`src/tucr_regs.svh`:
```
// Register offsets, field positions and reset values of the trace unit config block
`ifndef TUCR_REGS_SVH
`define TUCR_REGS_SVH

`define TUCR_OFS_ENABLE       12'h004
`define TUCR_OFS_CORE_SEL     12'h008
`define TUCR_OFS_STATE        12'h00c
`define TUCR_OFS_OPTIONS      12'h010
`define TUCR_OFS_EVT_SEL      12'h020
`define TUCR_OFS_EVT_BEH      12'h024

`define TUCR_CORE_SEL_W       5
`define TUCR_EVT_SEL_W        8

`define TUCR_OPT_LOAD_P0      0
`define TUCR_OPT_STORE_P0     1
`define TUCR_OPT_BB           3
`define TUCR_OPT_CCI          4
`define TUCR_OPT_CID          6
`define TUCR_OPT_VIRTUAL_CONTEXT_ID_EN         7
`define TUCR_OPT_COND_LO      8
`define TUCR_OPT_TS           11
`define TUCR_OPT_RS           12
`define TUCR_OPT_QE_LO        13
`define TUCR_OPT_VIRTUAL_ID_SOURCE_SEL      15
`define TUCR_OPT_DA           16
`define TUCR_OPT_DV           17
`define TUCR_OPT_MASK         32'h0003ffdb

`define TUCR_BEH_INST_LO      0
`define TUCR_BEH_DATA         4
`define TUCR_BEH_TRIG         11
`define TUCR_BEH_LPO          12
`define TUCR_BEH_MASK         32'h0000181f

`define TUCR_RESET_VALUE      32'h00000000
`define TUCR_IDLE_SETTLE      4'h3

`endif

```
`src/tucr_pkg.sv`:
```
// Types shared by the trace unit config block
package tucr_pkg;

   typedef struct packed {
      logic       load_as_p0;
      logic       store_as_p0;
      logic       branch_broadcast_en;
      logic       cycle_count_en;
      logic       context_id_en;
      logic       virtual_context_id_en;
      logic [2:0] cond_mode;
      logic       global_timestamp_en;
      logic       return_stack_en;
      logic [1:0] q_element_sel;
      logic       virtual_id_source_sel;
      logic       data_address_trace_en;
      logic       data_value_trace_en;
   } tucr_opts_t;

   typedef struct packed {
      logic [3:0] instr_event_en;
      logic       data_event_en;
      logic       trigger_en;
      logic       low_power_override;
   } tucr_beh_t;

   typedef enum logic [1:0] {
      TUCR_IDLE    = 2'b00,
      TUCR_RUN     = 2'b01,
      TUCR_DRAIN   = 2'b11
   } tucr_mode_t;

endpackage : tucr_pkg

```
`src/tucr_apb_slave.sv`:
```
// APB slave front end: decodes one-cycle accesses for the register file
`timescale 1ns/1ps
`default_nettype none

module tucr_apb_slave
(
   input  wire logic        psel,       // Slave select
   input  wire logic        penable,    // Access phase
   input  wire logic        pwrite,     // Write direction
   input  wire logic [11:0] paddr,      // Byte address
   input  wire logic [31:0] rd_data,    // Read data from register file
   input  wire logic        hit,        // Address is mapped
   output logic             pready,     // Always ready
   output logic             pslverr,    // Unmapped address
   output logic [31:0]      prdata,     // Read data
   output logic             wr_stb,     // Write strobe
   output logic [11:0]      reg_addr    // Word-aligned address
);
   // Zero wait states; data path is combinational, held stable by master
   assign reg_addr = {paddr[11:2], 2'b00};
   assign pready   = 1'b1;
   assign pslverr  = psel & penable & ~hit;
   assign wr_stb   = psel & penable & pwrite & hit;
   assign prdata   = (psel & ~pwrite & hit) ? rd_data : 32'h00000000;
endmodule : tucr_apb_slave

`default_nettype wire

```
`src/tucr_event_match.sv`:
```
// Event matcher: compares the selected event number against the live event bus
`timescale 1ns/1ps
`default_nettype none

module tucr_event_match
(
   input  wire logic [255:0] events,     // Event inputs from resources
   input  wire logic [7:0]   sel,        // Selected event number
   input  wire logic         active,     // Trace enabled
   output logic              hit         // Selected event fired
);
   assign hit = active & events[sel];
endmodule : tucr_event_match

`default_nettype wire

```
`src/tucr_top.sv`:
```
// Trace unit configuration and status registers with APB access
// Functional notes
// - Core-select field picks which processing element is observed and traced.
// - Core select exists only when implemented core count is above zero.
// - Config writes are discarded while enabled or not idle.
// - Load-as-P0 set traces loads as P0 instructions.
// - Store-as-P0 set traces stores as P0 instructions.
// - Branch broadcast bit enables branch broadcast mode.
// - Cycle count bit adds cycle counting to instruction trace.
// - Context ID bit enables context identifier tracing.
// - Virtual context ID bit enables virtual context identifier tracing.
// - Event select names event 0..255 producing event elements per enables.
// - Event behaviour sets instruction, data, trigger and low-power handling.
// - With enable clear, all trace outputs except core select, virtual ID source and low-power override are inactive.
//
// Local design decision: register access over APB.
`include "tucr_regs.svh"
`timescale 1ns/1ps
`default_nettype none

module tucr_top
#(
   parameter int unsigned IMPL_CORE_COUNT = 1     // Implemented core count
)
(
   input  wire logic         pclk,                  // Clock, 25 MHz
   input  wire logic         presetn,               // Async reset, active low
   input  wire logic         psel,                  // APB select
   input  wire logic         penable,               // APB enable
   input  wire logic         pwrite,                // APB direction
   input  wire logic [11:0]  paddr,                 // APB address
   input  wire logic [31:0]  pwdata,                // APB write data
   output logic              pready,                // APB ready
   output logic              pslverr,               // APB error
   output logic [31:0]       prdata,                // APB read data
   input  wire logic         core_busy,             // Traced core pipeline has trace pending
   input  wire logic [255:0] events,                // Event inputs
   output logic              trace_active,          // Trace generation on
   output logic [4:0]        core_select_field,     // Observed core
   output logic              load_as_p0,            // Loads as P0
   output logic              store_as_p0,           // Stores as P0
   output logic              branch_broadcast_en,   // Branch broadcast
   output logic              cycle_count_en,        // Cycle counting
   output logic              context_id_en,         // Context ID trace
   output logic              virtual_context_id_en, // Virtual context ID trace
   output logic [2:0]        cond_mode,             // Conditional tracing
   output logic              global_timestamp_en,   // Timestamps
   output logic              return_stack_en,       // Return stack
   output logic [1:0]        q_element_sel,         // Q elements
   output logic              virtual_id_source_sel, // Virtual ID source
   output logic              data_address_trace_en, // Data address trace
   output logic              data_value_trace_en,   // Data value trace
   output logic [3:0]        instr_event_elem,      // Instruction event element
   output logic              data_event_elem,       // Data event element
   output logic              trace_bus_trigger,     // Trace bus trigger
   output logic              low_power_override     // Low-power override
);

   typedef struct packed {
      logic                        enable;
      logic [`TUCR_CORE_SEL_W-1:0] core_sel;
      tucr_pkg::tucr_opts_t        opts;
      logic [`TUCR_EVT_SEL_W-1:0]  evt_sel;
      tucr_pkg::tucr_beh_t         beh;
      tucr_pkg::tucr_mode_t        mode;
      logic [3:0]                  settle;
      logic                        stable;
      logic [3:0]                  ev_inst;
      logic                        ev_data;
      logic                        ev_trig;
   } tucr_state_t;

   tucr_state_t state;
   tucr_state_t next_state;

   logic        wr_stb;
   logic [11:0] reg_addr;
   logic        hit;
   logic [31:0] rd_data;
   logic        ev_hit;
   logic        idle;
   logic        cfg_ok;
   logic        has_core_sel;

   assign has_core_sel = (IMPL_CORE_COUNT > 0);
   assign idle         = (state.mode == tucr_pkg::TUCR_IDLE);
   assign cfg_ok       = ~state.enable & idle;

   always_comb
   begin
      hit = 1'b1;
      case (reg_addr)
         `TUCR_OFS_ENABLE, `TUCR_OFS_STATE, `TUCR_OFS_OPTIONS,
         `TUCR_OFS_EVT_SEL, `TUCR_OFS_EVT_BEH : hit = 1'b1;
         `TUCR_OFS_CORE_SEL : hit = has_core_sel;
         default : hit = 1'b0;
      endcase
   end

   tucr_apb_slave u_apb
   (
      .psel     (psel),
      .penable  (penable),
      .pwrite   (pwrite),
      .paddr    (paddr),
      .rd_data  (rd_data),
      .hit      (hit),
      .pready   (pready),
      .pslverr  (pslverr),
      .prdata   (prdata),
      .wr_stb   (wr_stb),
      .reg_addr (reg_addr)
   );

   tucr_event_match u_evt
   (
      .events (events),
      .sel    (state.evt_sel),
      .active (state.enable),
      .hit    (ev_hit)
   );

   always_comb
   begin
      rd_data = 32'h00000000;
      case (reg_addr)
         `TUCR_OFS_ENABLE   : rd_data[0] = state.enable;
         `TUCR_OFS_CORE_SEL : rd_data[`TUCR_CORE_SEL_W-1:0] = state.core_sel;
         `TUCR_OFS_STATE    : rd_data[1:0] = {state.stable, idle};
         `TUCR_OFS_OPTIONS  :
         begin
            rd_data[`TUCR_OPT_LOAD_P0]          = state.opts.load_as_p0;
            rd_data[`TUCR_OPT_STORE_P0]         = state.opts.store_as_p0;
            rd_data[`TUCR_OPT_BB]               = state.opts.branch_broadcast_en;
            rd_data[`TUCR_OPT_CCI]              = state.opts.cycle_count_en;
            rd_data[`TUCR_OPT_CID]              = state.opts.context_id_en;
            rd_data[`TUCR_OPT_VIRTUAL_CONTEXT_ID_EN]             = state.opts.virtual_context_id_en;
            rd_data[`TUCR_OPT_COND_LO+:3]       = state.opts.cond_mode;
            rd_data[`TUCR_OPT_TS]               = state.opts.global_timestamp_en;
            rd_data[`TUCR_OPT_RS]               = state.opts.return_stack_en;
            rd_data[`TUCR_OPT_QE_LO+:2]         = state.opts.q_element_sel;
            rd_data[`TUCR_OPT_VIRTUAL_ID_SOURCE_SEL]          = state.opts.virtual_id_source_sel;
            rd_data[`TUCR_OPT_DA]               = state.opts.data_address_trace_en;
            rd_data[`TUCR_OPT_DV]               = state.opts.data_value_trace_en;
         end
         `TUCR_OFS_EVT_SEL  : rd_data[`TUCR_EVT_SEL_W-1:0] = state.evt_sel;
         `TUCR_OFS_EVT_BEH  :
         begin
            rd_data[`TUCR_BEH_INST_LO+:4] = state.beh.instr_event_en;
            rd_data[`TUCR_BEH_DATA]       = state.beh.data_event_en;
            rd_data[`TUCR_BEH_TRIG]       = state.beh.trigger_en;
            rd_data[`TUCR_BEH_LPO]        = state.beh.low_power_override;
         end
         default : rd_data = 32'h00000000;
      endcase
   end

   always_comb
   begin
      next_state = state;
      // Idle tracks enable plus a short drain so in-flight trace finishes
      case (state.mode)
         tucr_pkg::TUCR_IDLE :
            if (state.enable)
               next_state.mode = tucr_pkg::TUCR_RUN;
         tucr_pkg::TUCR_RUN :
            if (!state.enable)
            begin
               next_state.mode   = tucr_pkg::TUCR_DRAIN;
               next_state.settle = `TUCR_IDLE_SETTLE;
            end
         tucr_pkg::TUCR_DRAIN :
            if (state.enable)
               next_state.mode = tucr_pkg::TUCR_RUN;
            else if (state.settle == 4'h0 && !core_busy)
               next_state.mode = tucr_pkg::TUCR_IDLE;
            else if (state.settle != 4'h0)
               next_state.settle = state.settle - 4'h1;
         default : next_state.mode = tucr_pkg::TUCR_IDLE;
      endcase
      if (wr_stb)
      begin
         if (reg_addr == `TUCR_OFS_ENABLE)
            next_state.enable = pwdata[0];
         if (cfg_ok)
         begin
            case (reg_addr)
               `TUCR_OFS_CORE_SEL :
                  next_state.core_sel = pwdata[`TUCR_CORE_SEL_W-1:0];
               `TUCR_OFS_OPTIONS :
               begin
                  next_state.opts.load_as_p0            = pwdata[`TUCR_OPT_LOAD_P0];
                  next_state.opts.store_as_p0           = pwdata[`TUCR_OPT_STORE_P0];
                  next_state.opts.branch_broadcast_en   = pwdata[`TUCR_OPT_BB];
                  next_state.opts.cycle_count_en        = pwdata[`TUCR_OPT_CCI];
                  next_state.opts.context_id_en         = pwdata[`TUCR_OPT_CID];
                  next_state.opts.virtual_context_id_en = pwdata[`TUCR_OPT_VIRTUAL_CONTEXT_ID_EN];
                  next_state.opts.cond_mode             = pwdata[`TUCR_OPT_COND_LO+:3];
                  next_state.opts.global_timestamp_en   = pwdata[`TUCR_OPT_TS];
                  next_state.opts.return_stack_en       = pwdata[`TUCR_OPT_RS];
                  next_state.opts.q_element_sel         = pwdata[`TUCR_OPT_QE_LO+:2];
                  next_state.opts.virtual_id_source_sel = pwdata[`TUCR_OPT_VIRTUAL_ID_SOURCE_SEL];
                  next_state.opts.data_address_trace_en = pwdata[`TUCR_OPT_DA];
                  next_state.opts.data_value_trace_en   = pwdata[`TUCR_OPT_DV];
               end
               `TUCR_OFS_EVT_SEL :
                  next_state.evt_sel = pwdata[`TUCR_EVT_SEL_W-1:0];
               `TUCR_OFS_EVT_BEH :
               begin
                  next_state.beh.instr_event_en     = pwdata[`TUCR_BEH_INST_LO+:4];
                  next_state.beh.data_event_en      = pwdata[`TUCR_BEH_DATA];
                  next_state.beh.trigger_en         = pwdata[`TUCR_BEH_TRIG];
                  next_state.beh.low_power_override = pwdata[`TUCR_BEH_LPO];
               end
               default : next_state.core_sel = state.core_sel;
            endcase
         end
      end

      // Stable drops with the enable write itself, not one cycle later
      next_state.stable = (next_state.mode == tucr_pkg::TUCR_IDLE) && !next_state.enable;

      // Event elements are one-cycle pulses, gated by the enable
      next_state.ev_inst = {4{ev_hit}} & state.beh.instr_event_en;
      next_state.ev_data = ev_hit & state.beh.data_event_en;
      next_state.ev_trig = ev_hit & state.beh.trigger_en;
   end

   always_ff @(posedge pclk or negedge presetn)
   begin
      if (!presetn)
         state <= '0;
      else
         state <= next_state;
   end

   logic en;
   assign en = state.enable;

   // Options except core select and virtual ID source reach the trace logic only while tracing is on
   assign trace_active          = en;
   assign core_select_field     = state.core_sel;
   assign load_as_p0            = en & state.opts.load_as_p0;
   assign store_as_p0           = en & state.opts.store_as_p0;
   assign branch_broadcast_en   = en & state.opts.branch_broadcast_en;
   assign cycle_count_en        = en & state.opts.cycle_count_en;
   assign context_id_en         = en & state.opts.context_id_en;
   assign virtual_context_id_en = en & state.opts.virtual_context_id_en;
   assign cond_mode             = en ? state.opts.cond_mode : 3'h0;
   assign global_timestamp_en   = en & state.opts.global_timestamp_en;
   assign return_stack_en       = en & state.opts.return_stack_en;
   assign q_element_sel         = en ? state.opts.q_element_sel : 2'h0;
   assign virtual_id_source_sel = state.opts.virtual_id_source_sel;
   assign data_address_trace_en = en & state.opts.data_address_trace_en;
   assign data_value_trace_en   = en & state.opts.data_value_trace_en;
   assign instr_event_elem      = en ? state.ev_inst : 4'h0;
   assign data_event_elem       = en & state.ev_data;
   assign trace_bus_trigger     = en & state.ev_trig;
   assign low_power_override    = state.beh.low_power_override;

endmodule : tucr_top

`default_nettype wire

```
`config.mk`:
```
export PLATFORM = sky130hd
export DESIGN_NAME = tucr_top
export DESIGN_NICKNAME = d
export VERILOG_FILES = /design/src/tucr_pkg.sv /design/src/tucr_apb_slave.sv /design/src/tucr_event_match.sv /design/src/tucr_top.sv
export VERILOG_INCLUDE_DIRS = /design/src
export SDC_FILE = /design/constraint.sdc
export NUM_CORES = 1
export LEC_CHECK = 0
export ABC_AREA = 1
export BUFFER_PORTS_ARGS = -buffer_cell sky130_fd_sc_hd__clkbuf_2
export CAP_MARGIN = 20
export CELL_PAD_IN_SITES_DETAIL_PLACEMENT = 0
export CELL_PAD_IN_SITES_GLOBAL_PLACEMENT = 1
export CORE_MARGIN = 2
export CORE_UTILIZATION = 25
export CTS_CLUSTER_DIAMETER = 30
export DETAILED_ROUTE_END_ITERATION = 10
export GPL_TIMING_DRIVEN = 1
export PLACE_DENSITY_LB_ADDON = 0.1
export RECOVER_POWER = 50
export SLEW_MARGIN = 20
export SYNTH_ARGS = -nofsm -noshare
export SYNTH_HDL_FRONTEND = slang
export SYNTH_HIERARCHICAL = 1
export SYNTH_SLANG_ARGS = --single-unit
```
`constraint.sdc`:
```
create_clock -name pclk -period 1.9 [get_ports pclk]
set_input_delay 0.095 -clock pclk [delete_from_list [all_inputs] [get_ports pclk]]
set_output_delay 0.095 -clock pclk [all_outputs]
set_load 0.01 [all_outputs]
```
==> results list, run 1 <==
* TritonCTS buffer count: 5
- Clock latency at the later pin of the worst-skew pair: around 300 ps
- The number of slew-limit violations in the final report was 0.
- Entering global routing, the biggest net connects just over 50 pins.
- The clock passes through at most 2 buffers.
- STA puts the critical path data required time at 2140 ps.
- Initial DRT Pass Iterations: 5
- The number of antenna violations at the first check in global routing is 1.
- Ant. Diodes: 0
- Path type of the worst setup path: reg2reg
* WL per Instance: about 16 um
- Least setup slack across all paths after layout: -217 ps
- The worst-case IR drop observed on VDD is about 450 uV.
* Worst hold margin: roughly 28 ps
- From left edge to right edge, the die measures roughly 160 um.
- Number of distinct library cells after synthesis: 34
- Summing every instance area after synthesis gives ~0.006 mm^2.
* RSZ-0062 raised after global routing: true
* Kind of capture point of the worst setup path: flip-flop
* Count of state elements after synthesis: 50
* Mean area per synthesized cell: about 5.8 um^2
- Summed over all layers, the global routing overflow is 0.
- Summing all multi-input logic gate instances after layout gives 0.00389 mm^2.
- The run finished, with violations left.
* Ratio of final minimum period to clock period: 111%
* Cells after synthesis: ~1000
- Hold Vio Cnt, Final: 0
- In the final layout, the share of cells above drive strength 1 is roughly 38%.
- Clock edge transition at the registers on the reported setup and hold paths: 80 ps
- In this run the standard cell core region covers between 0.02 and 0.025 mm^2.
- Leakage dissipation: 4.90 nW
- Relative slew slack: ~16%
* # setup viols final: 6
* Power per cell area: roughly 300 mW/mm^2
* DRC violation total after the first TritonRoute iteration: about 560
- Port-buffer cells: 337
* Cell Rows: 56
- Wire length after detailed routing: between 20 and 30 mm
- Clock sinks: 50
- The initial utilization of the core area, before any placement, comes to between 20% and 30%.
- Number of global-route vias before repair: 7546
- CP startpoint kind: flip-flop
* Total via count in the routed design: approximately 8000
* Number of violations of the max-capacitance limit: 0
* Sum of internal, switching and leakage power: roughly 2.6 mW
- The root buffer cell chosen for the clock tree is clkbuf_16.
- Routability Congestion: around 0.86
- The H-tree was split into 2 levels.
- The final layout contains about 1700 nets.
* Arrival time at the worst endpoint: around 2400 ps
- Storage cell area: around 0.0013 mm^2
- Period minus WS final: 2120 ps
- Measured slew at the worst slew-check pin: 1260 ps
- Setup total negative slack on the finished layout was measured at -1280 ps.
* Class of the worst hold path: in2reg
- Sequential elements use a little over a fifth of the synthesized area.
- Clock skew on the completed layout was measured at roughly 6.1 ps.
- Detailed routing placed a total of between 10 and 15 mm of wire on met2.
- Top fanout value on the critical path: 9
- Final cell area excluding filler cells: between 0.008 and 0.009 mm^2
- The checks that failed: setup timing.
- The HPWL after detailed placement is approximately 22 mm.
- The layout has ~2700 filler cells.
- The area growth from synthesis to layout is 47.4%.
- Die ar.: about 0.025 mm^2
- Count of yosys warnings during synthesis: 6
- TritonCTS clock tree: yes
* DRC: 0
- First-pass GRT wire length: just over 40 mm
- Highest clock rate: about 470 MHz
- During I/O placement, the number of pins put on the boundary was between 300 and 400.
* Wire length on met3: 1.72 mm
- Once placement finished, the instance area stood at about 0.0083 mm^2.
- Detailed-route vias per instance: around 4.6
- Post-place setup slack: -456 ps
- From bottom edge to top edge, the die measures between 150 and 200 um.
- DRT met1 WL: between 10 and 15 mm
- Antenna Nets Post-Route: 0
* Top metal layer carrying routed signals: met5
- In the global route stage, overall resource usage came out at between 20% and 30%.
==> cell families after synthesis <==
| logic type | after synthesis | share of synthesized area [%] |
|---|---|---|
| simple gates | 752 | 57.0 |
| buf+inv | 191 | 16.8 |
| compound gates | 36 | 4.44 |
| other cells | 3 | 0.189 |
| xor+xnor | 2 | 0.293 |
| flops | 50 | 20.9 |
| fa+ha+maj | 2 | 0.419 |
==> cells in the final DEF (no fill, tap or decap), types with 17 or more instances in the layout <==
cell type and n:
conb_1 17, dfrtp_1 48, o21ai_2 22, nor2_2 30
nand2_1 380, inv_1 98, clkbuf_2 331, nor2_1 30
buf_12 20, nand3_1 260, buf_4 44
==> through the flow <==
step,utilization [%],cells
2_1_floorplan,-,1050
3_3_place_gp,35.4,1690
3_5_place_dp,35.4,1690
4_1_cts,37.0,1705
5_1_grt,37.5,1710
6_report,37.5,1710
==> worst max-delay path: stages (launching register included) <==
cell       delay (ps)
dfrtp_4           530
buf_12            180
clkbuf_16         160
nand2_1            60
nand3_1            90
nand3_2           120
nand3_1           110
nand3_1            90
nand2_1            80
nand2_1            50
nand3_1            70
nand3b_1          130
a21oi_4           260
nand2_1            80
inv_1              50
==> final timing paths <==
check | cells after the start | endpoint | slack [ps] | from
hold / removal | 3 | state[37]$_DFFE_PN0P_ | 30 | pwdata[10]
setup reg to reg | 14 | state[4]$_DFF_PN0_ | -220 | state[20]$_DFFE_PN0P_
max in group asynchronous | 3 | state[20]$_DFFE_PN0P_ | 300 | presetn
setup / recovery | 14 | state[4]$_DFF_PN0_ | -220 | state[20]$_DFFE_PN0P_
min in group asynchronous | 3 | state[29]$_DFFE_PN0P_ | 690 | presetn
hold reg to reg | 2 | state[0]$_DFF_PN0_ | 490 | state[14]$_DFFE_PN0P_
==> power breakdown <==
group | switching [mW] | internal (mW) | total (mW) | leakage (nW)
Combinational | 0.295 | 0.311 | 0.607 | 4.13
Clock | 0.453 | 0.503 | 0.956 | 0.0759
Sequential | 0.00000209 | 1.06 | 1.06 | 0.685
Total | 0.748 | 1.88 | 2.63 | 4.90
==> sequential cells by signal, indices dropped and copies added (netlist names) <==
signal	count
virtual_id_source_sel	1
low_power_override	1
core_select_field	5
trace_active	1
state	42
==> timing repair <==
item / in CTS / in global routing
endpoints found under the setup margin: 6 / 42
hold buffers: 1 / 0
hold endpoints to repair: 50 / 0
setup buffers: 2 / 1
gates cloned: 4 / 4
pin swaps: 3 / 2
resized for setup: 18 / 12
==> synth_stat cells <==
master	count	area, um^2
nand2_1	384	1440
nand3_1	274	1370
inv_1	100	375
dfrtp_1	50	1250
buf_4	34	255
nor2_2	33	206
nor2_1	29	109
o21ai_2	22	193
buf_2	18	90.1
buf_6	17	191
nand2_2	12	75.1
clkbuf_1	7	26.3
inv_2	7	26.3
buf_1	6	22.5
nand4_1	6	37.5
o21ai_0	5	25.0
o21ai_1	5	25.0
a21oi_1	3	15.0
conb_1	3	11.3
nand2_4	3	33.8
nor2_4	3	33.8
ha_1	2	25.0
nand3_4	2	35.0
clkinv_2	1	5.00
clkinv_4	1	8.76
nand3_2	1	10.0
nand3b_1	1	7.51
nor2_8	1	20.0
nor3_1	1	5.00
nor3_2	1	10.0
o31ai_1	1	7.51
or2_2	1	6.26
xnor2_1	1	8.76
xor2_1	1	8.76
==> metal layers <==
metal  up-vias  track usage, %
li1       3962               -
met1      3529            24.6
met3        44            2.97
met4         2            8.02
met5         -               0
met2       279            38.7
==> final cells by class <==
cell class	instances	area share (%)
Sequential cell	50	14.3
Clock buffer	5	1.42
Tap cell	319	4.53
Inverter	109	4.89
Timing Repair Buffer	414	30.2
Clock inverter	3	0.327
Timing Repair inverter	1	0.0995
Multi-Input combinational cell	809	44.2
(Power assumes the default switching activity.)
==> run 2, diff against run 1 <==
- ABC_AREA: 1 -> 0
- CORE_AREA: unset -> 2 2 145 147
- CORE_MARGIN: 2 -> unset
- CORE_UTILIZATION: 25 -> unset
- DIE_AREA: unset -> 0 0 147 149
- clock period: 1.9 -> 2 ns (I/O delays scaled with it)
==> results list, run 2 <==
- The flow ran to the end, but the final reports show violations.
- The final reports fail on setup timing.
* CP startpoint kind: flip-flop
- Number of distinct library cells after synthesis: 75 (+120%)
- Number of global-route vias before repair: 6257 (-17%)
- The commonest cells after synthesis are 50 x dfrtp_1, 43 x and2_1, 40 x mux2_2, 34 x mux2i_1, 34 x mux4_2.
- Setup repair after global routing could not meet its margin everywhere.
* Highest clock rate: 404 MHz (-15%)
* Total track usage: 22.4% (+1.4 points)
- Port-buffer cells: 337 (unchanged)
- The number of non-filler instances in the completed layout came to 1157 (-32%).
- The total number of vias was 5804 (-26%).
* Sum of internal, switching and leakage power: 2.80 mW (+6.8%)
- I/O pins: 369 (unchanged)
- The H-tree depth reported by CTS is 2 (unchanged).
* Most frequent cell on the critical path: mux4_2
- TritonCTS buffer count: 5 (unchanged)
* Top library cells by usage in the layout, fill and taps aside: 326 x clkbuf_2, 67 x buf_4, 48 x dfrtp_1, 42 x and2_1, 41 x mux4_2
- TritonCTS built the clock tree.
* Hold Vio Cnt, Final: 0 (unchanged)
* Number of violations of the max-capacitance limit: 0 (unchanged)
* Leakage dissipation: 4.00 nW (-18%)
- More flip-flops sit in one register than any other, and that register is state.
* Ratio of final minimum period to clock period: 124% (+12 points)
- Net count of the finished layout: 1187 (-30%)
- The ratio of cells with drive above 1 in the final layout was 61.9% (+24 points).
- The count of standard-cell rows was 53 (-5.4%).
* WL per Instance: 21.9 um (+35%)
- Cells after synthesis: 488 (-53%)
- Max IR drop VDD: 461 uV (+1.6%)
- Detailed-route vias per instance: 5.02 (+9.8%)
* Post-Syn Area: 0.00552 mm^2 (-7.6%)
- Clock sinks: 50 (unchanged)
- Proportion of synthesized flip-flops having asynchronous set or reset: 100% (unchanged)
- Leading post-synthesis cells by cell area: dfrtp_1 23%, mux4_2 14%, mux2_2 8.2%
- Antenna Nets Post-Route: 0 (unchanged)
- The height of the die is 149 um (-6.0%).
* Number of antenna violations at the first check in global routing: 2 (+1)
- Measured slew at the worst slew-check pin: 762 ps (-501 ps)
- DRC: 0 (unchanged)
- Cell at the root of the clock tree: clkbuf_16
- Period minus WS final: 2480 ps (+361 ps)
- Detailed placer's ending HPWL: 21.0 mm (-5.9%)
- Critical path data required time: 2180 ps (+40 ps)
- From synthesis to final layout, the design area changed by 51.8%.
* Class of the worst hold path: in2reg
- The final cell utilization of the core was 40.8% (+3.3 points).
* Most area-hungry cell type in the Yosys netlist: dfrtp_1
- The count of flip-flops with a built-in enable after synthesis was 0 (unchanged).
* Maximum number of pins on one net before global-route repair: 34 (-33%)
- Die X-Extent: 147 um (-7.3%)
- Effective utilization at floorplan: 26.9% (+1.4 points)
- The headroom to the max-slew limit is 49.2% (+33 points).
- The number of storage elements in the synthesis netlist is 50 (unchanged).
* Mean area per synthesized cell: 11.3 um^2 (+96%)
- The library cell used most frequently in the layout, excluding fill and tap cells, is clkbuf_2.
- Flip-flop count of the largest register after layout: 42 (unchanged)
* Clock edge transition at the registers on the reported setup and hold paths: 70 ps (about the same)
- Count of yosys warnings during synthesis: 6 (unchanged)
- Clock latency at the later pin of the worst-skew pair: 290 ps (about the same)
* Path type of the worst setup path: reg2reg
- Routability Congestion: 0.961 (+12%)
* Die ar.: 0.0219 mm^2 (-13%)
* # setup viols final: 42 (+36)
* Setup Skew: 3.17 ps (-2.91 ps)
- Longest individual stage delay on the worst path: 550 ps (+20 ps)
- The first-pass GRT wire length was 37.7 mm (-7.4%).
- The worst-case setup margin in the final layout was -478 ps (-261 ps).
* Ordered list of cells on the worst path: buf_12, buf_8, mux4_2, mux4_2, o2111ai_4, o22ai_4, and2_1
- The cell count after placement came to 1138 (-33%).
- The power density normalized to cell area is 335 mW/mm^2 (+12%).
- Worst Reg-to-Reg Cells: 7 (-7)
- The length of the first detailed-routing pass in iterations was 5 (unchanged).
* Core Region: 0.0206 mm^2 (-12%)
* Number of buffers on the longest clock path: 2 (unchanged)
* Share of Yosys cell area claimed by the top area cell type: 22.7% (-1.5 points)
- DRC violation total after the first TritonRoute iteration: 211 (-63%)
- The total wire length after detailed routing is 25.3 mm (-8.8%).
- Total count of max-transition violations in the final report: 0 (unchanged)
- Overflow left after global routing: 0 (unchanged)
- The critical path arrival is 2660 ps (+300 ps).
- Top fanout value on the critical path: 8 (-1)
* Register area share after synthesis: 22.7% (+1.7 points)
- Worst hold margin: 37.6 ps (+9.66 ps)
- On the critical path, the stage with the largest delay is an instance of mux4_2.
- Hold Crit Depth: 2 (-1)
- dfrtp_1 is the most common cell in the netlist.
- Kind of capture point of the worst setup path: flip-flop
* Flip-flop cell with the highest count after synthesis: dfrtp_1
==> run 2: metal layers <==
layer | vias up | wire length, um | GRT usage (%) | share of wire, %
met2 | 206 | 12600 | 39.3 | 50
met3 | 20 | 1390 | 3.91 | 5.5
met5 | - | 0 | 0 | 0
met4 | 0 | 297 | 3.41 | 1.2
met1 | 2904 | 11100 | 29.6 | 44
li1 | 2674 | - | - | -
==> run 2: power by group <==
| group | leakage (nW) | switching [mW] | internal (mW) |
|---|---|---|---|
| logic | 3.25 | 0.352 | 0.445 |
| registers | 0.679 | 0.0559 | 1.07 |
| clock network | 0.0739 | 0.381 | 0.498 |
| total | 4.00 | 0.789 | 2.02 |
==> run 2: worst paths after layout <==
path	slack, ps	start	to
max reg2reg	-480	state[20]$_DFFE_PN0P_	state[3]$_DFF_PN0_
min	40	pwdata[13]	state[31]$_DFFE_PN0P_
min reg2reg	520	state[36]$_DFFE_PN0P_	state[36]$_DFFE_PN0P_
min in group asynchronous	400	presetn	trace_active$_DFF_PN0_
max	-480	state[20]$_DFFE_PN0P_	state[3]$_DFF_PN0_
max in group asynchronous	510	presetn	core_select_field[2]$_DFFE_PN0P_
==> run 2: logic make-up (layout without fill, tap and decap cells) <==
kind of cell / count (synthesis) / in the layout / synth area share (%)
AO/OA/AOI/OAI: 68 / 68 / 8.79
AND/OR/NAND/NOR: 171 / 171 / 21.6
multiplexers: 126 / 126 / 36.5
other: 3 / 19 / 0.204
buffers and inverters: 66 / 444 / 9.45
XOR/XNOR: 2 / 2 / 0.317
flip-flops: 50 / 50 / 22.7
adder cells (fa/ha/maj): 2 / 2 / 0.453
==> run 2: final cells by class <==
type                       count  area [um^2]
clock buffer                   7          143
inverter                       7         26.3
clock inverter                 1         5.00
timing repair buffer         429         2550
multi-input combinational    386         4050
sequential                    50         1260
antenna                        2         5.00
tap                          275          344
fill                        2140        12200
==> run 2: worst max-delay path: cells and delay by family, from the launching register on <==
family | cells | cell delay [ps]
AO/OA/AOI/OAI | 2 | 380
multiplexers | 2 | 1040
buffers and inverters | 2 | 290
flip-flops | 1 | 470
AND/OR/NAND/NOR | 1 | 180
==> run 2: stage by stage <==
stage               TNS, ps  area, um^2  setup WS [ps]
floorplan            -33520        5680          -1050
global placement     -24000        7930           -654
detailed placement   -26480        7930           -733
CTS                  -14520        8290           -491
global route         -18820        8380           -552
finish               -14770        8380           -478
==> run 2: what timing repair did <==
item | CTS | global route
setup endpoints to repair | 43 | 52
hold buffers | 1 | 0
endpoints found under the hold margin | 28 | 0
setup buffers | 9 | 1
pin swaps | 10 | 9
gates resized for setup | 35 | 36
